**config.mk**
```make
export PLATFORM = sky130hd
export DESIGN_NAME = rbm_core
export DESIGN_NICKNAME = d
export VERILOG_FILES = /design/src/rbm_pkg.sv /design/src/rbm_core.sv /design/src/rbm_stat.sv
export SDC_FILE = /design/constraint.sdc
export NUM_CORES = 1
export LEC_CHECK = 0
export ABC_AREA = 1
export BUFFER_PORTS_ARGS = -buffer_cell sky130_fd_sc_hd__buf_2
export CORE_MARGIN = 2
export CORE_UTILIZATION = 53
export DETAILED_ROUTE_END_ITERATION = 10
export GPL_TIMING_DRIVEN = 0
export PLACE_DENSITY_LB_ADDON = 0.25
export SETUP_SLACK_MARGIN = 0.02
export SYNTH_ARGS = -nofsm -noshare
export SYNTH_HDL_FRONTEND = slang
export SYNTH_SLANG_ARGS = --single-unit
```
**constraint.sdc**
```tcl
create_clock -name CORE_CLK -period 2.4 [get_ports CORE_CLK]
set_input_delay 0.24 -clock CORE_CLK [delete_from_list [all_inputs] [get_ports CORE_CLK]]
set_output_delay 0.24 -clock CORE_CLK [all_outputs]
set_load 0.05 [all_outputs]
```
**src/rbm_pkg.sv**
```systemverilog
/*
 * Constants, field layouts and carrier types of the receive buffer manager.
 * Assumes a single core clock domain and a word-wide memory master port.
 */
// Behaviour
// - Each receive buffer holds exactly 128 bytes
// - Buffer address is word aligned, low bits ignored
// - First buffer data shifted by configured offset
// - Descriptor is address word plus status word
// - Continued buffer status: only start and offset
// - Mark used bit zero, then fetch next
// - Full status only in last descriptor
// - Word0: address, wrap, ownership; write if clear
// - Status bits 31..23 report address matches
// - Bits 22..20 report type, VLAN, priority tags
// - VLAN priority 19:17, CFI bit 16
// - Bit 15 marks end of frame
// - Bit 14 marks start of frame
// - Bits 13:12 offset, or length in jumbo
// - Length 11:0 includes FCS when stored
// - Fetch descriptor when frame data starts arriving
// - Write data only after filter accepts frame
// - Receive error reclaims the buffer being filled
// - Wrap or 1024th descriptor returns to start
// - Owned descriptor: skip, flag not available
// - FCS discard option shortens length by four
package rbm_pkg;

    // =========================================================
    // Register map
    localparam logic [7:0] RBM_OFS_CTRL = 8'h00;
    localparam logic [7:0] RBM_OFS_CFG = 8'h04;
    localparam logic [7:0] RBM_OFS_QPTR = 8'h08;
    localparam logic [7:0] RBM_OFS_STAT = 8'h0c;
    localparam int RBM_CTRL_RXEN = 0;
    localparam int RBM_CFG_JUMBO = 3;
    localparam int RBM_CFG_OFS_LO = 14;
    localparam int RBM_CFG_NOFCS = 17;
    localparam int RBM_STAT_BNA = 0;
    localparam int RBM_STAT_BUSY = 1;
    localparam logic [31:0] RBM_CTRL_RST = 32'h0000_0000;
    localparam logic [31:0] RBM_CFG_RST = 32'h0000_0000;
    localparam logic [31:0] RBM_QPTR_RST = 32'h0000_0000;

    // =========================================================
    // Descriptor layout
    localparam int RBM_D0_OWN = 0;
    localparam int RBM_D0_WRAP = 1;
    localparam logic [31:0] RBM_STAT_WORD_OFS = 32'h0000_0004;
    localparam int RBM_DESC_SHIFT = 3;
    localparam int RBM_DESC_MAX = 1024;
    localparam int RBM_BUF_BYTES = 128;
    localparam logic [15:0] RBM_TPID_VLAN = 16'h8100;

    // =========================================================
    // Carriers
    typedef struct packed {
        logic bcast;
        logic mhash;
        logic uhash;
        logic ext;
        logic [3:0] spec;
        logic type_id;
        logic [15:0] type_field;
        logic [15:0] tci;
    } rbm_match_t;

    typedef struct packed {
        logic [7:0] data;
        logic last;
        logic fcs;
    } rbm_beat_t;

    typedef struct packed {
        logic wr;
        logic [31:0] addr;
        logic [31:0] wdata;
    } rbm_mem_t;

endpackage : rbm_pkg

```
**src/rbm_core.sv**
```systemverilog
/*
 * Receive buffer manager: walks the descriptor ring, fills buffers and
 * writes status back. Assumes the memory port accepts a held request and
 * answers with a one-cycle ack, read data valid with that ack.
 */
`timescale 1ns/1ns
module rbm_core #(
    parameter int DESC_MAX = rbm_pkg::RBM_DESC_MAX,
    parameter int BUF_BYTES = rbm_pkg::RBM_BUF_BYTES
) (
    // Clock and reset
    input wire logic CORE_CLK,
    input wire logic RSTN,
    // Register port
    input wire logic [7:0] REG_ADDR,
    input wire logic [31:0] REG_WDATA,
    input wire logic REG_WR,
    input wire logic REG_RD,
    output logic [31:0] REG_RDATA,
    // Receive front end
    input wire logic RX_START,
    input wire logic RX_COPY,
    input wire logic RX_DROP,
    input wire rbm_pkg::rbm_match_t RX_MATCH,
    input wire logic RX_VALID,
    input wire rbm_pkg::rbm_beat_t RX_BEAT,
    output logic RX_READY,
    input wire logic RX_ERR,
    // Memory master
    output logic MEM_REQ,
    output rbm_pkg::rbm_mem_t MEM_OUT,
    input wire logic MEM_ACK,
    input wire logic [31:0] MEM_RDATA,
    // Events
    output logic BNA_EVENT
);
    typedef enum logic [8:0] {
        S_IDLE = 9'h001,
        S_FETCH = 9'h002,
        S_WAITC = 9'h004,
        S_FILL = 9'h008,
        S_WDATA = 9'h010,
        S_WSTAT = 9'h020,
        S_WOWN = 9'h040,
        S_DISC = 9'h080,
        S_SPARE = 9'h100
    } rbm_state_t;

    rbm_state_t state, next_state;
    logic [31:0] ctrl, cfg, qbase, desc0, wbuf;
    logic [9:0] idx;
    logic [7:0] pos;
    logic [4:0] wword;
    logic [13:0] len;
    logic sof, eof, cont, pend, bna, err_pend, primed, copy_ok;
    rbm_pkg::rbm_match_t match;
    logic [31:0] stat_word;

    // =========================================================
    // Register port
    wire logic rx_en = ctrl[rbm_pkg::RBM_CTRL_RXEN];
    wire logic jumbo = cfg[rbm_pkg::RBM_CFG_JUMBO];
    wire logic [1:0] cfg_ofs = cfg[rbm_pkg::RBM_CFG_OFS_LO +: 2];
    wire logic nofcs = cfg[rbm_pkg::RBM_CFG_NOFCS];
    wire logic wr_ctrl = REG_WR && (REG_ADDR == rbm_pkg::RBM_OFS_CTRL);
    wire logic wr_cfg = REG_WR && (REG_ADDR == rbm_pkg::RBM_OFS_CFG);
    wire logic wr_qptr = REG_WR && (REG_ADDR == rbm_pkg::RBM_OFS_QPTR);
    wire logic wr_stat = REG_WR && (REG_ADDR == rbm_pkg::RBM_OFS_STAT);
    wire logic [31:0] desc_addr = qbase + {19'h00000, idx, 3'b000};
    wire logic busy = (state != S_IDLE);
    wire logic [31:0] rd_mux =
        (REG_ADDR == rbm_pkg::RBM_OFS_CTRL) ? ctrl :
        (REG_ADDR == rbm_pkg::RBM_OFS_CFG) ? cfg :
        (REG_ADDR == rbm_pkg::RBM_OFS_QPTR) ? desc_addr :
        (REG_ADDR == rbm_pkg::RBM_OFS_STAT) ? {30'h0, busy, bna} : 32'h0000_0000;

    // =========================================================
    // Datapath decode
    wire logic ack_fetch = (state == S_FETCH) && MEM_ACK;
    wire logic ack_data = (state == S_WDATA) && MEM_ACK;
    wire logic ack_own = (state == S_WOWN) && MEM_ACK;
    wire logic owned = MEM_RDATA[rbm_pkg::RBM_D0_OWN];
    wire logic wrap = desc0[rbm_pkg::RBM_D0_WRAP] || (idx == 10'(DESC_MAX - 1));
    wire logic [31:0] buf_base = {desc0[31:2], 2'b00};
    wire logic beat_ok = RX_VALID && RX_READY;
    wire logic drop_fcs = RX_BEAT.fcs && nofcs;
    wire logic take = beat_ok && (state == S_FILL) && !drop_fcs;
    wire logic [1:0] lane = pos[1:0];
    wire logic [7:0] pos_inc = pos + 8'h01;
    wire logic err_now = RX_ERR || err_pend;
    wire logic buf_full = (pos == 8'(BUF_BYTES));
    wire logic req_state = (state == S_FETCH) || (state == S_WDATA) ||
                           (state == S_WSTAT) || (state == S_WOWN);
    logic [31:0] next_wbuf;

    genvar gi;
    generate
        for (gi = 0; gi < 4; gi++) begin : g_lane
            assign next_wbuf[gi*8 +: 8] = (take && lane == gi) ? RX_BEAT.data :
                                           wbuf[gi*8 +: 8];
        end
    endgenerate

    wire logic [31:0] mem_addr_mux =
        (state == S_WDATA) ? buf_base + {25'h0, wword, 2'b00} :
        (state == S_WSTAT) ? desc_addr + rbm_pkg::RBM_STAT_WORD_OFS : desc_addr;
    wire logic [31:0] mem_data_mux =
        (state == S_WDATA) ? wbuf :
        (state == S_WSTAT) ? stat_word : (desc0 | 32'h0000_0001);

    rbm_stat u_stat (
        .sof(sof),
        .eof(eof),
        .match(match),
        .offset(cfg_ofs),
        .jumbo(jumbo),
        .len(len),
        .word(stat_word)
    );

    // =========================================================
    // Sequencer
    always_comb begin
        next_state = state;
        case (state)
            S_IDLE: begin
                if (RX_START && rx_en) next_state = S_FETCH;
            end
            S_FETCH: begin
                if (MEM_ACK) begin
                    if (owned) next_state = S_DISC;
                    else if (cont) next_state = S_FILL;
                    else next_state = S_WAITC;
                end
            end
            S_WAITC: begin
                if (err_now || RX_DROP) next_state = S_IDLE;
                else if (RX_COPY) next_state = S_FILL;
            end
            S_FILL: begin
                if (err_now) next_state = S_IDLE;
                else if (buf_full) next_state = S_WSTAT;
                else if (beat_ok && RX_BEAT.last) begin
                    next_state = (take || pend) ? S_WDATA : S_WSTAT;
                end else if (take && (lane == 2'd3 || pos_inc == 8'(BUF_BYTES))) begin
                    next_state = S_WDATA;
                end
            end
            S_WDATA: begin
                if (MEM_ACK) begin
                    if (eof || buf_full) next_state = S_WSTAT;
                    else next_state = S_FILL;
                end
            end
            S_WSTAT: begin
                if (MEM_ACK) next_state = S_WOWN;
            end
            S_WOWN: begin
                if (MEM_ACK) next_state = eof ? S_IDLE : S_FETCH;
            end
            S_DISC: begin
                if (err_now || (beat_ok && RX_BEAT.last)) next_state = S_IDLE;
            end
            default: next_state = S_IDLE;
        endcase
    end

    assign RX_READY = (state == S_FILL && !buf_full && !err_pend) || (state == S_DISC);
    assign MEM_REQ = req_state && primed;
    assign BNA_EVENT = ack_fetch && owned;

    always_ff @(posedge CORE_CLK or negedge RSTN) begin
        if (!RSTN) begin
            state <= S_IDLE;
            ctrl <= rbm_pkg::RBM_CTRL_RST;
            cfg <= rbm_pkg::RBM_CFG_RST;
            qbase <= rbm_pkg::RBM_QPTR_RST;
            REG_RDATA <= 32'h0000_0000;
            bna <= 1'b0;
            primed <= 1'b0;
            MEM_OUT <= '0;
        end else begin
            state <= next_state;
            REG_RDATA <= REG_RD ? rd_mux : 32'h0000_0000;
            if (wr_ctrl) ctrl <= REG_WDATA;
            if (wr_cfg) cfg <= REG_WDATA;
            if (wr_qptr) qbase <= {REG_WDATA[31:2], 2'b00};
            // Set wins over a same-cycle write-one clear
            bna <= BNA_EVENT || (bna && !(wr_stat && REG_WDATA[rbm_pkg::RBM_STAT_BNA]));
            // Request waits one cycle so address and data are registered first
            primed <= req_state && !MEM_ACK && (next_state == state);
            MEM_OUT <= '{wr: (state != S_FETCH), addr: mem_addr_mux, wdata: mem_data_mux};
        end
    end

    always_ff @(posedge CORE_CLK or negedge RSTN) begin
        if (!RSTN) begin
            idx <= 10'h000;
        end else if (wr_qptr) begin
            idx <= 10'h000;
        end else if (ack_own) begin
            idx <= wrap ? 10'h000 : idx + 10'h001;
        end
    end

    always_ff @(posedge CORE_CLK or negedge RSTN) begin
        if (!RSTN) begin
            desc0 <= 32'h0000_0000;
            match <= '0;
            copy_ok <= 1'b0;
            err_pend <= 1'b0;
        end else begin
            if (ack_fetch) desc0 <= MEM_RDATA;
            if (state == S_WAITC && RX_COPY) match <= RX_MATCH;
            if (state == S_WAITC && RX_COPY) copy_ok <= 1'b1;
            else if (next_state == S_IDLE) copy_ok <= 1'b0;
            if (next_state == S_IDLE) err_pend <= 1'b0;
            else if (RX_ERR && state != S_IDLE) err_pend <= 1'b1;
        end
    end

    always_ff @(posedge CORE_CLK or negedge RSTN) begin
        if (!RSTN) begin
            pos <= 8'h00;
            len <= 14'h0000;
            wbuf <= 32'h0000_0000;
            wword <= 5'h00;
            sof <= 1'b0;
            eof <= 1'b0;
            cont <= 1'b0;
            pend <= 1'b0;
        end else begin
            if (state == S_IDLE && RX_START && rx_en) begin
                pos <= {6'h00, cfg_ofs};
                len <= 14'h0000;
                sof <= 1'b1;
                eof <= 1'b0;
                cont <= 1'b0;
                pend <= 1'b0;
            end else if (state == S_FILL) begin
                wbuf <= next_wbuf;
                if (take) begin
                    pos <= pos_inc;
                    len <= len + 14'h0001;
                    wword <= pos[6:2];
                end
                pend <= (next_state == S_WDATA) ? 1'b0 : (pend || take);
                if (beat_ok && RX_BEAT.last) eof <= 1'b1;
            end else if (ack_own) begin
                pos <= 8'h00;
                sof <= 1'b0;
                cont <= !eof;
            end
        end
    end
endmodule : rbm_core

```
**src/rbm_stat.sv**
```systemverilog
/*
 * Builds the descriptor status word from frame flags and counts.
 * Assumes match flags are held stable for the whole frame.
 */
`timescale 1ns/1ns
module rbm_stat (
    // Frame position
    input wire logic sof,
    input wire logic eof,
    // Frame properties
    input wire rbm_pkg::rbm_match_t match,
    input wire logic [1:0] offset,
    input wire logic jumbo,
    input wire logic [13:0] len,
    // Result
    output logic [31:0] word
);
    wire logic vlan = (match.type_field == rbm_pkg::RBM_TPID_VLAN);
    wire logic prio = vlan && (match.tci[11:0] == 12'h000);
    wire logic [1:0] mid = jumbo ? len[13:12] : offset;
    wire logic [31:0] full = {match.bcast, match.mhash, match.uhash, match.ext, 1'b0,
                              match.spec, match.type_id, vlan, prio,
                              match.tci[15:13], match.tci[12],
                              1'b1, sof, mid, len[11:0]};
    // Continued buffers carry only start flag and offset
    wire logic [31:0] part = {16'h0000, 1'b0, sof, (sof ? offset : 2'b00), 12'h000};

    assign word = eof ? full : part;
endmodule : rbm_stat

```
### After elaboration in Yosys (flattened, before gate mapping)

Cells that the tools add are included.

| storage, ports and cells | value |
|---|---|
| register bits after elaboration | 349 |
| bits in latches | 0 |
| bits in writable memories | 0 |
| memory bits (read-only) | 0 |
| output and inout port bits | 100 |
| word-level logic and storage cells | 185 |
| memories kept | 0 |

| cells by class | value |
|---|---|
| $add $sub $neg | 6 |
| multiply operators | 0 |
| divide/modulo/power cells | 0 |
| order comparisons | 0 |
| equal/unequal tests | 25 |
| shift-type cells | 0 |
| multiplexer cells | 54 |
| bitwise gates (word level) | 1 |
| reductions and logical operators | 67 |

Operators by type and width:

| kind | number |
|---|---|
| $mux W32 | 9 |
| $mux W9 | 12 |
| $pmux W9 S8 | 1 |
| $mux W14 | 3 |
| $mux W8 | 5 |
| $add A32 B13 Y32 | 1 |
| $add A32 B3 Y32 const B | 1 |
| $add A32 B7 Y32 | 1 |
| $logic_and A1 B1 Y1 | 30 |
| $mux W10 | 3 |
| $eq A9 B1 Y1 const B | 2 |
| $eq A9 B5 Y1 const B | 2 |
| $eq A16 B16 Y1 const B | 1 |
| $eq A8 B4 Y1 const B | 2 |
| $eq A8 B8 Y1 const B | 2 |
| $reduce_and A3 Y1 | 5 |
| $add A14 B1 Y14 const B | 1 |
| $mux W1 | 14 |
| $logic_not A12 Y1 | 1 |
| $logic_or A1 B1 Y1 | 12 |
| $mux W6 | 2 |
| $reduce_bool A2 Y1 | 6 |
| $add A10 B1 Y10 const B | 1 |
| $eq A10 B10 Y1 const B | 1 |
| 23 further kinds | 35 |

### Depth between registers and ports, before layout

| logic depth | value |
|---|---|
| depth in word-level cells | 18 |
| mapped depth | 21 |
| depth with buffers taken out | 21 |

### Hierarchy

From an unflattened synthesis, not the netlist that was laid out.

| second synthesis, totals | value |
|---|---|
| cells, all modules | 2185 |
| area, all modules | 17759.5 um2 |

By module, submodules not included:

| module | instances | cells each | area each (um2) |
|---|---|---|---|
| rbm_core | 1 | 2092 | 17350.4 |
| rbm_stat | 1 | 93 | 409.1 |

### Worst setup path before layout

No wires, ideal clock.

| timing path | value |
|---|---|
| path kind | register to register |
| start | register idx[0] |
| end | register MEM_OUT[59] (netlist bit) |
| arrival time | 2.410 ns |
| required time | 2.272 ns |
| slack | -0.138 ns |
| stages on the path, launching flop included | 13 |
| period minus slack after synthesis | 2.538 ns |
| cells stage by stage | dfrtp_1 > ha_1 > fa_1 > xor2_1 > nand2_2 > nor2_2 > nand4_2 > nor2_2 > nand4_2 > nor2_4 > nand3_1 > nand3_1 > o21ai_1 |

| on the way | value |
|---|---|
| longest elaborated chain between the ends | 4 |

RTL lines:

| element | RTL line | source |
|---|---|---|
| start: declaration | rbm_core.sv:51 | `logic [9:0] idx;` |
| start signal: assignment | rbm_core.sv:202 | `idx <= wrap ? 10'h000 : idx + 10'h001;` |
| $add A32 B13 Y32 (*) | rbm_core.sv:69 | `wire logic [31:0] desc_addr = qbase + {19'h00000, idx, 3'b000};` |
| $add A32 B3 Y32 | rbm_core.sv:106 | `(state == S_WSTAT) ? desc_addr + rbm_pkg::RBM_STAT_WORD_OFS : desc_addr;` |
| $mux W32 (*) | rbm_core.sv:106 |  |
| $mux W32 (*) | rbm_core.sv:105 | `(state == S_WDATA) ? buf_base + {25'h0, wword, 2'b00} :` |
| net mem_addr_mux[27] | rbm_core.sv:104 | `wire logic [31:0] mem_addr_mux =` |
| end signal: assignment | rbm_core.sv:192 | `MEM_OUT <= '{wr: (state != S_FETCH), addr: mem_addr_mux, wdata: mem_data_mux};` |
| end: declaration | rbm_core.sv:31 | `output rbm_pkg::rbm_mem_t MEM_OUT,` |

Mark *: on every way through the listed nets, which the timed path passes. The rest lies on a longest branch.
A chain may end at the register's enable or synchronous reset.

### Final worst setup path

| timing path | value |
|---|---|
| start | register qbase[3] |
| end | register MEM_OUT[48] (netlist bit) |

| on the way | value |
|---|---|
| longest elaborated chain between the ends | 4 |

RTL lines:

| element | RTL line | source |
|---|---|---|
| start: declaration | rbm_core.sv:50 | `logic [31:0] ctrl, cfg, qbase, desc0, wbuf;` |
| start signal: assignment | rbm_core.sv:177 | `qbase <= rbm_pkg::RBM_QPTR_RST;` |
| start signal: assignment | rbm_core.sv:187 | `if (wr_qptr) qbase <= {REG_WDATA[31:2], 2'b00};` |
| $add A32 B13 Y32 (*) | rbm_core.sv:69 |  |
| $add A32 B3 Y32 | rbm_core.sv:106 |  |
| $mux W32 (*) | rbm_core.sv:106 |  |
| $mux W32 (*) | rbm_core.sv:105 |  |
| net mem_addr_mux[16] | rbm_core.sv:104 |  |

Marks and branches as above.

==> results.md <==
* Final core occ at 70.47%
* Ports at 233
* Core region area at 31720 sq um
* Vias in the first global route at 16150
* Die width at 184.1 microns
* Row count at 65
* Final Skew at 0.009282 ns
* Final setup vio count at 22
* Antenna violations before repair at 1
* Worst-path clk slew at 0.06 ns
* Crit path capture type: register
* Final Cycle Share at 111.8%
* Synth warn at 0
* Pre-Repair DR Iteration Count at 6
* Post-synth EDFFs at 0
* Die height at 184.1 microns
* Crit-path max cell delay at 0.44 ns
* Hold depth at 3
* Met3 WL at 3.950 mm
* Worst path arrival time at 3.11 ns
* Die area at 33910 sq um
* Met2 wire len at 26.36 mm
* Wl on met1 at 22.47 mm
* Most frequent cells in the layout: 562 x nand2_1, 338 x dfrtp_1, 251 x o21ai_0
* Prevailing post-synth register cell: dfrtp_1
* Hold path startpoint: REG_WDATA[14]
* Worst path most repeated cell: nand2_4
* Clock Latency Late Sink at 0.53 ns
* Mapped Area at 17200 sq um
* Vias/cell at 5.604
* FF+latch count, synth at 346
* Tot GR Track Use at 32.24%
* Largest net degree at the start of global routing at 128
* Outcome: finished, violations left
* Hold EP: cfg[14]$_DFFE_PN0P_
* Cell Chain, Critical Path: ha_4, fa_2, nand3_4, nand2_4, nand2_4, nand3_2, nand2_2, nand2_2, nor2_4, nand2_4, nor2_8, nand2_4, buf_4, xor2_1, o21ai_1
* Syn Area/Cell at 8.094 sq um
* Slowest stage cell, crit path: fa_2
* Data required, critical path at 2.83 ns
* Crit Path Category: register to register
* R2r worst-path depth at 15
* Post-Route WL at 55.22 mm
* Number of hold violations in the final report at 0
* TritonCTS clock tree: built
* Violated checks: setup timing
* Clock sink count at 346
* Routed vias at 16640
* CP delay by family, top: simple AND/OR/NAND/NOR gates
* Netlist cell types at 61
* Area growth syn-to-layout at 29.95%
* Crit path buf inv count at 1
* Drt drc at 0
* Leakage power figure at 10.81 nW
* Fin worst setup slack at -0.2842 ns
* Origin of the critical flop-to-flop path: qbase[3]$_DFFE_PN0P_
* Share of layout cells above drive strength 1 at 24.63%
* Initial Util at 54.23%
* Filler cells at 2420
* DRT antenna net count at 0
* Period minus WS final at 2.684 ns
* Reg2reg end: MEM_OUT[48]$_DFF_PN0_
* Clk root buf: clkbuf_16
* Max clock buf depth at 3
* Pwr Density at 608.2 nW/um^2
* Max-cap check violation count at 0
* Peak supply drop at 0.5943 mV
* Worst Setup Start Kind: register
* Drt wl/cell at 18.60 microns
* CTS Buf Count at 37
* Global placement routability congestion at 0.9713
* Final nets at 2696
* Slew headroom at 39.50%
* Fin. max-slew vios at 0
* DR top layer: met4
* Commonest non-fill, non-tap cell in the layout: nand2_1
* RSZ-0062 raised after global routing: yes
* Path type of the worst min-delay path: primary input to register
* DP HPWL at 39.68 mm
* H-tree depth at 2
* Fmax at 372.6 MHz
* Crit path max fanout at 4
* I/O Buffers at 228
* Ys async rst share at 100.0%
* First-pass GRT wire length at 85.17 mm
* Post-synthesis sequential area ratio at 50.35%
* Least-Margin Pin Slew at 0.9007 ns
* Final setup TNS at -3.801 ns
* GRT overflow at 0
* DRT iter0 DRCs at 1446
* Post-synthesis instance total at 2125
* R2R Setup Slk at -0.28 ns
[metrics by stage]
stage,total power [W],instances,hold slack (ns),cell area [sq um],setup slack [ns]
final,0.01359,2969,0.008986,22350,-0.2842
after global routing,0.01407,2969,0.03361,22350,-0.3770
after CTS,0.01356,2944,0.0002841,21840,-0.2737
after detailed placement,0.007819,2759,0.3355,18950,-0.5605
after global placement,0.007768,2757,0.4451,18890,-5.316
after floorplan,0.007213,2127,-0.05559,17240,0.01451
[power by group]
part | leakage (nW) | internal [W] | total [W] | switching, W
Sequential | 4.41 | 0.00612 | 0.00634 | 0.000222
Clock | 0.594 | 0.00325 | 0.00560 | 0.00234
Combinational | 5.81 | 0.000558 | 0.00165 | 0.00109
[worst max-delay path by stage]
stage | from | end | slack (ns) | depth (start not counted)
3_5_place_dp | desc0[2]$_DFFE_PN0P_ | MEM_OUT[60]$_DFF_PN0_ | -0.56 | 16
5_1_grt | qbase[3]$_DFFE_PN0P_ | MEM_OUT[60]$_DFF_PN0_ | -0.38 | 17
3_3_place_gp | RSTN | cfg[7]$_DFFE_PN0P_ | -5.32 | 1
2_1_floorplan | idx[0]$_DFFE_PN0P_ | MEM_OUT[59]$_DFF_PN0_ | 0.01 | 12
6_report | qbase[3]$_DFFE_PN0P_ | MEM_OUT[48]$_DFF_PN0_ | -0.28 | 15
4_1_cts | desc0[2]$_DFFE_PN0P_ | MEM_OUT[60]$_DFF_PN0_ | -0.27 | 17
[sequential cells by signal (all words and copies together), names as in the netlist, 5 cells and up]
register	cells
len	14
ctrl	32
match	41
wword	5
state	9
MEM_OUT	63
pos	8
idx	10
REG_RDATA	32
desc0	31
cfg	32
qbase	30
wbuf	32
[Yosys cell counts (6+ instances only)]
master	count	area, sq um
inv_2	19	71.32
xor2_1	27	236.5
nor4_1	14	87.58
nor3_1	29	145.1
a22oi_1	14	105.1
o31ai_1	9	67.56
o21ai_1	15	75.07
clkbuf_1	51	191.4
a31oi_1	31	193.9
nand2_2	24	150.1
nor2_4	6	67.56
ha_1	23	287.8
o22ai_1	10	62.56
nor2_2	18	112.6
nand3_1	86	430.4
nand4_1	34	212.7
o21ai_0	261	1306
dfrtp_1	345	8633
a21oi_1	46	230.2
nor3_2	7	70.07
nand3b_1	15	112.6
nor2_1	97	364.1
inv_1	257	964.7
buf_2	10	50.05
nand2_1	596	2237
o211ai_1	6	45.04
o221ai_1	12	105.1
[repair_timing]
item,4_1_cts,5_1_grt
endpoints found under the setup margin,120,122
buffers inserted,41,29
pin swaps,42,38
cloned,0,0
gates resized for setup,143,94
hold endpoints to repair,177,0
hold buffers,77,0
[worst reg2reg max path, cell delays in order (launching register included)]
cell and delay [ns]:
dfrtp_1 0.43, ha_4 0.19, fa_2 0.44, nand3_4 0.14, nand2_4 0.09, nand2_4 0.09
nand3_2 0.07, nand2_2 0.14, nand2_2 0.09, nor2_4 0.13, nand2_4 0.08, nor2_8 0.15
nand2_4 0.07, buf_4 0.14, xor2_1 0.13, o21ai_1 0.20
[layer usage]
metal | vias to the layer above | global-route usage, %
met4 | 0 | 12.90
li1 | 7771 | -
met5 | - | 0
met1 | 7986 | 42.15
met3 | 146 | 4.880
met2 | 734 | 54.14
[layout make-up]
type	instances	area (sq um)	share of cell area, %
repair buffers	376	2515	11.25
plain buffers	62	267.8	1.198
well taps	402	503.0	2.250
flip-flops and latches	346	8668	38.78
multi-input cells	1430	8108	36.27
diodes	1	2.502	0.01120
clock inverters	13	122.6	0.5486
clock buffers	54	1080	4.831
inverters	285	1085	4.853
[kinds of logic (layout without fill, tap and decap cells)]
family	after synthesis	after routing	share of synthesized area [%]
AOI/OAI and AO/OA	427	427	13.86
xor gates and xnor gates	30	30	1.528
adders and majority gates	25	25	1.906
buffers and inverters	351	790	7.820
DFF	346	346	50.35
muxes	2	2	0.1309
other	1	4	0.02180
and+or+nand+nor	943	943	24.38
No activity file was read; power rests on OpenSTA's default activity.
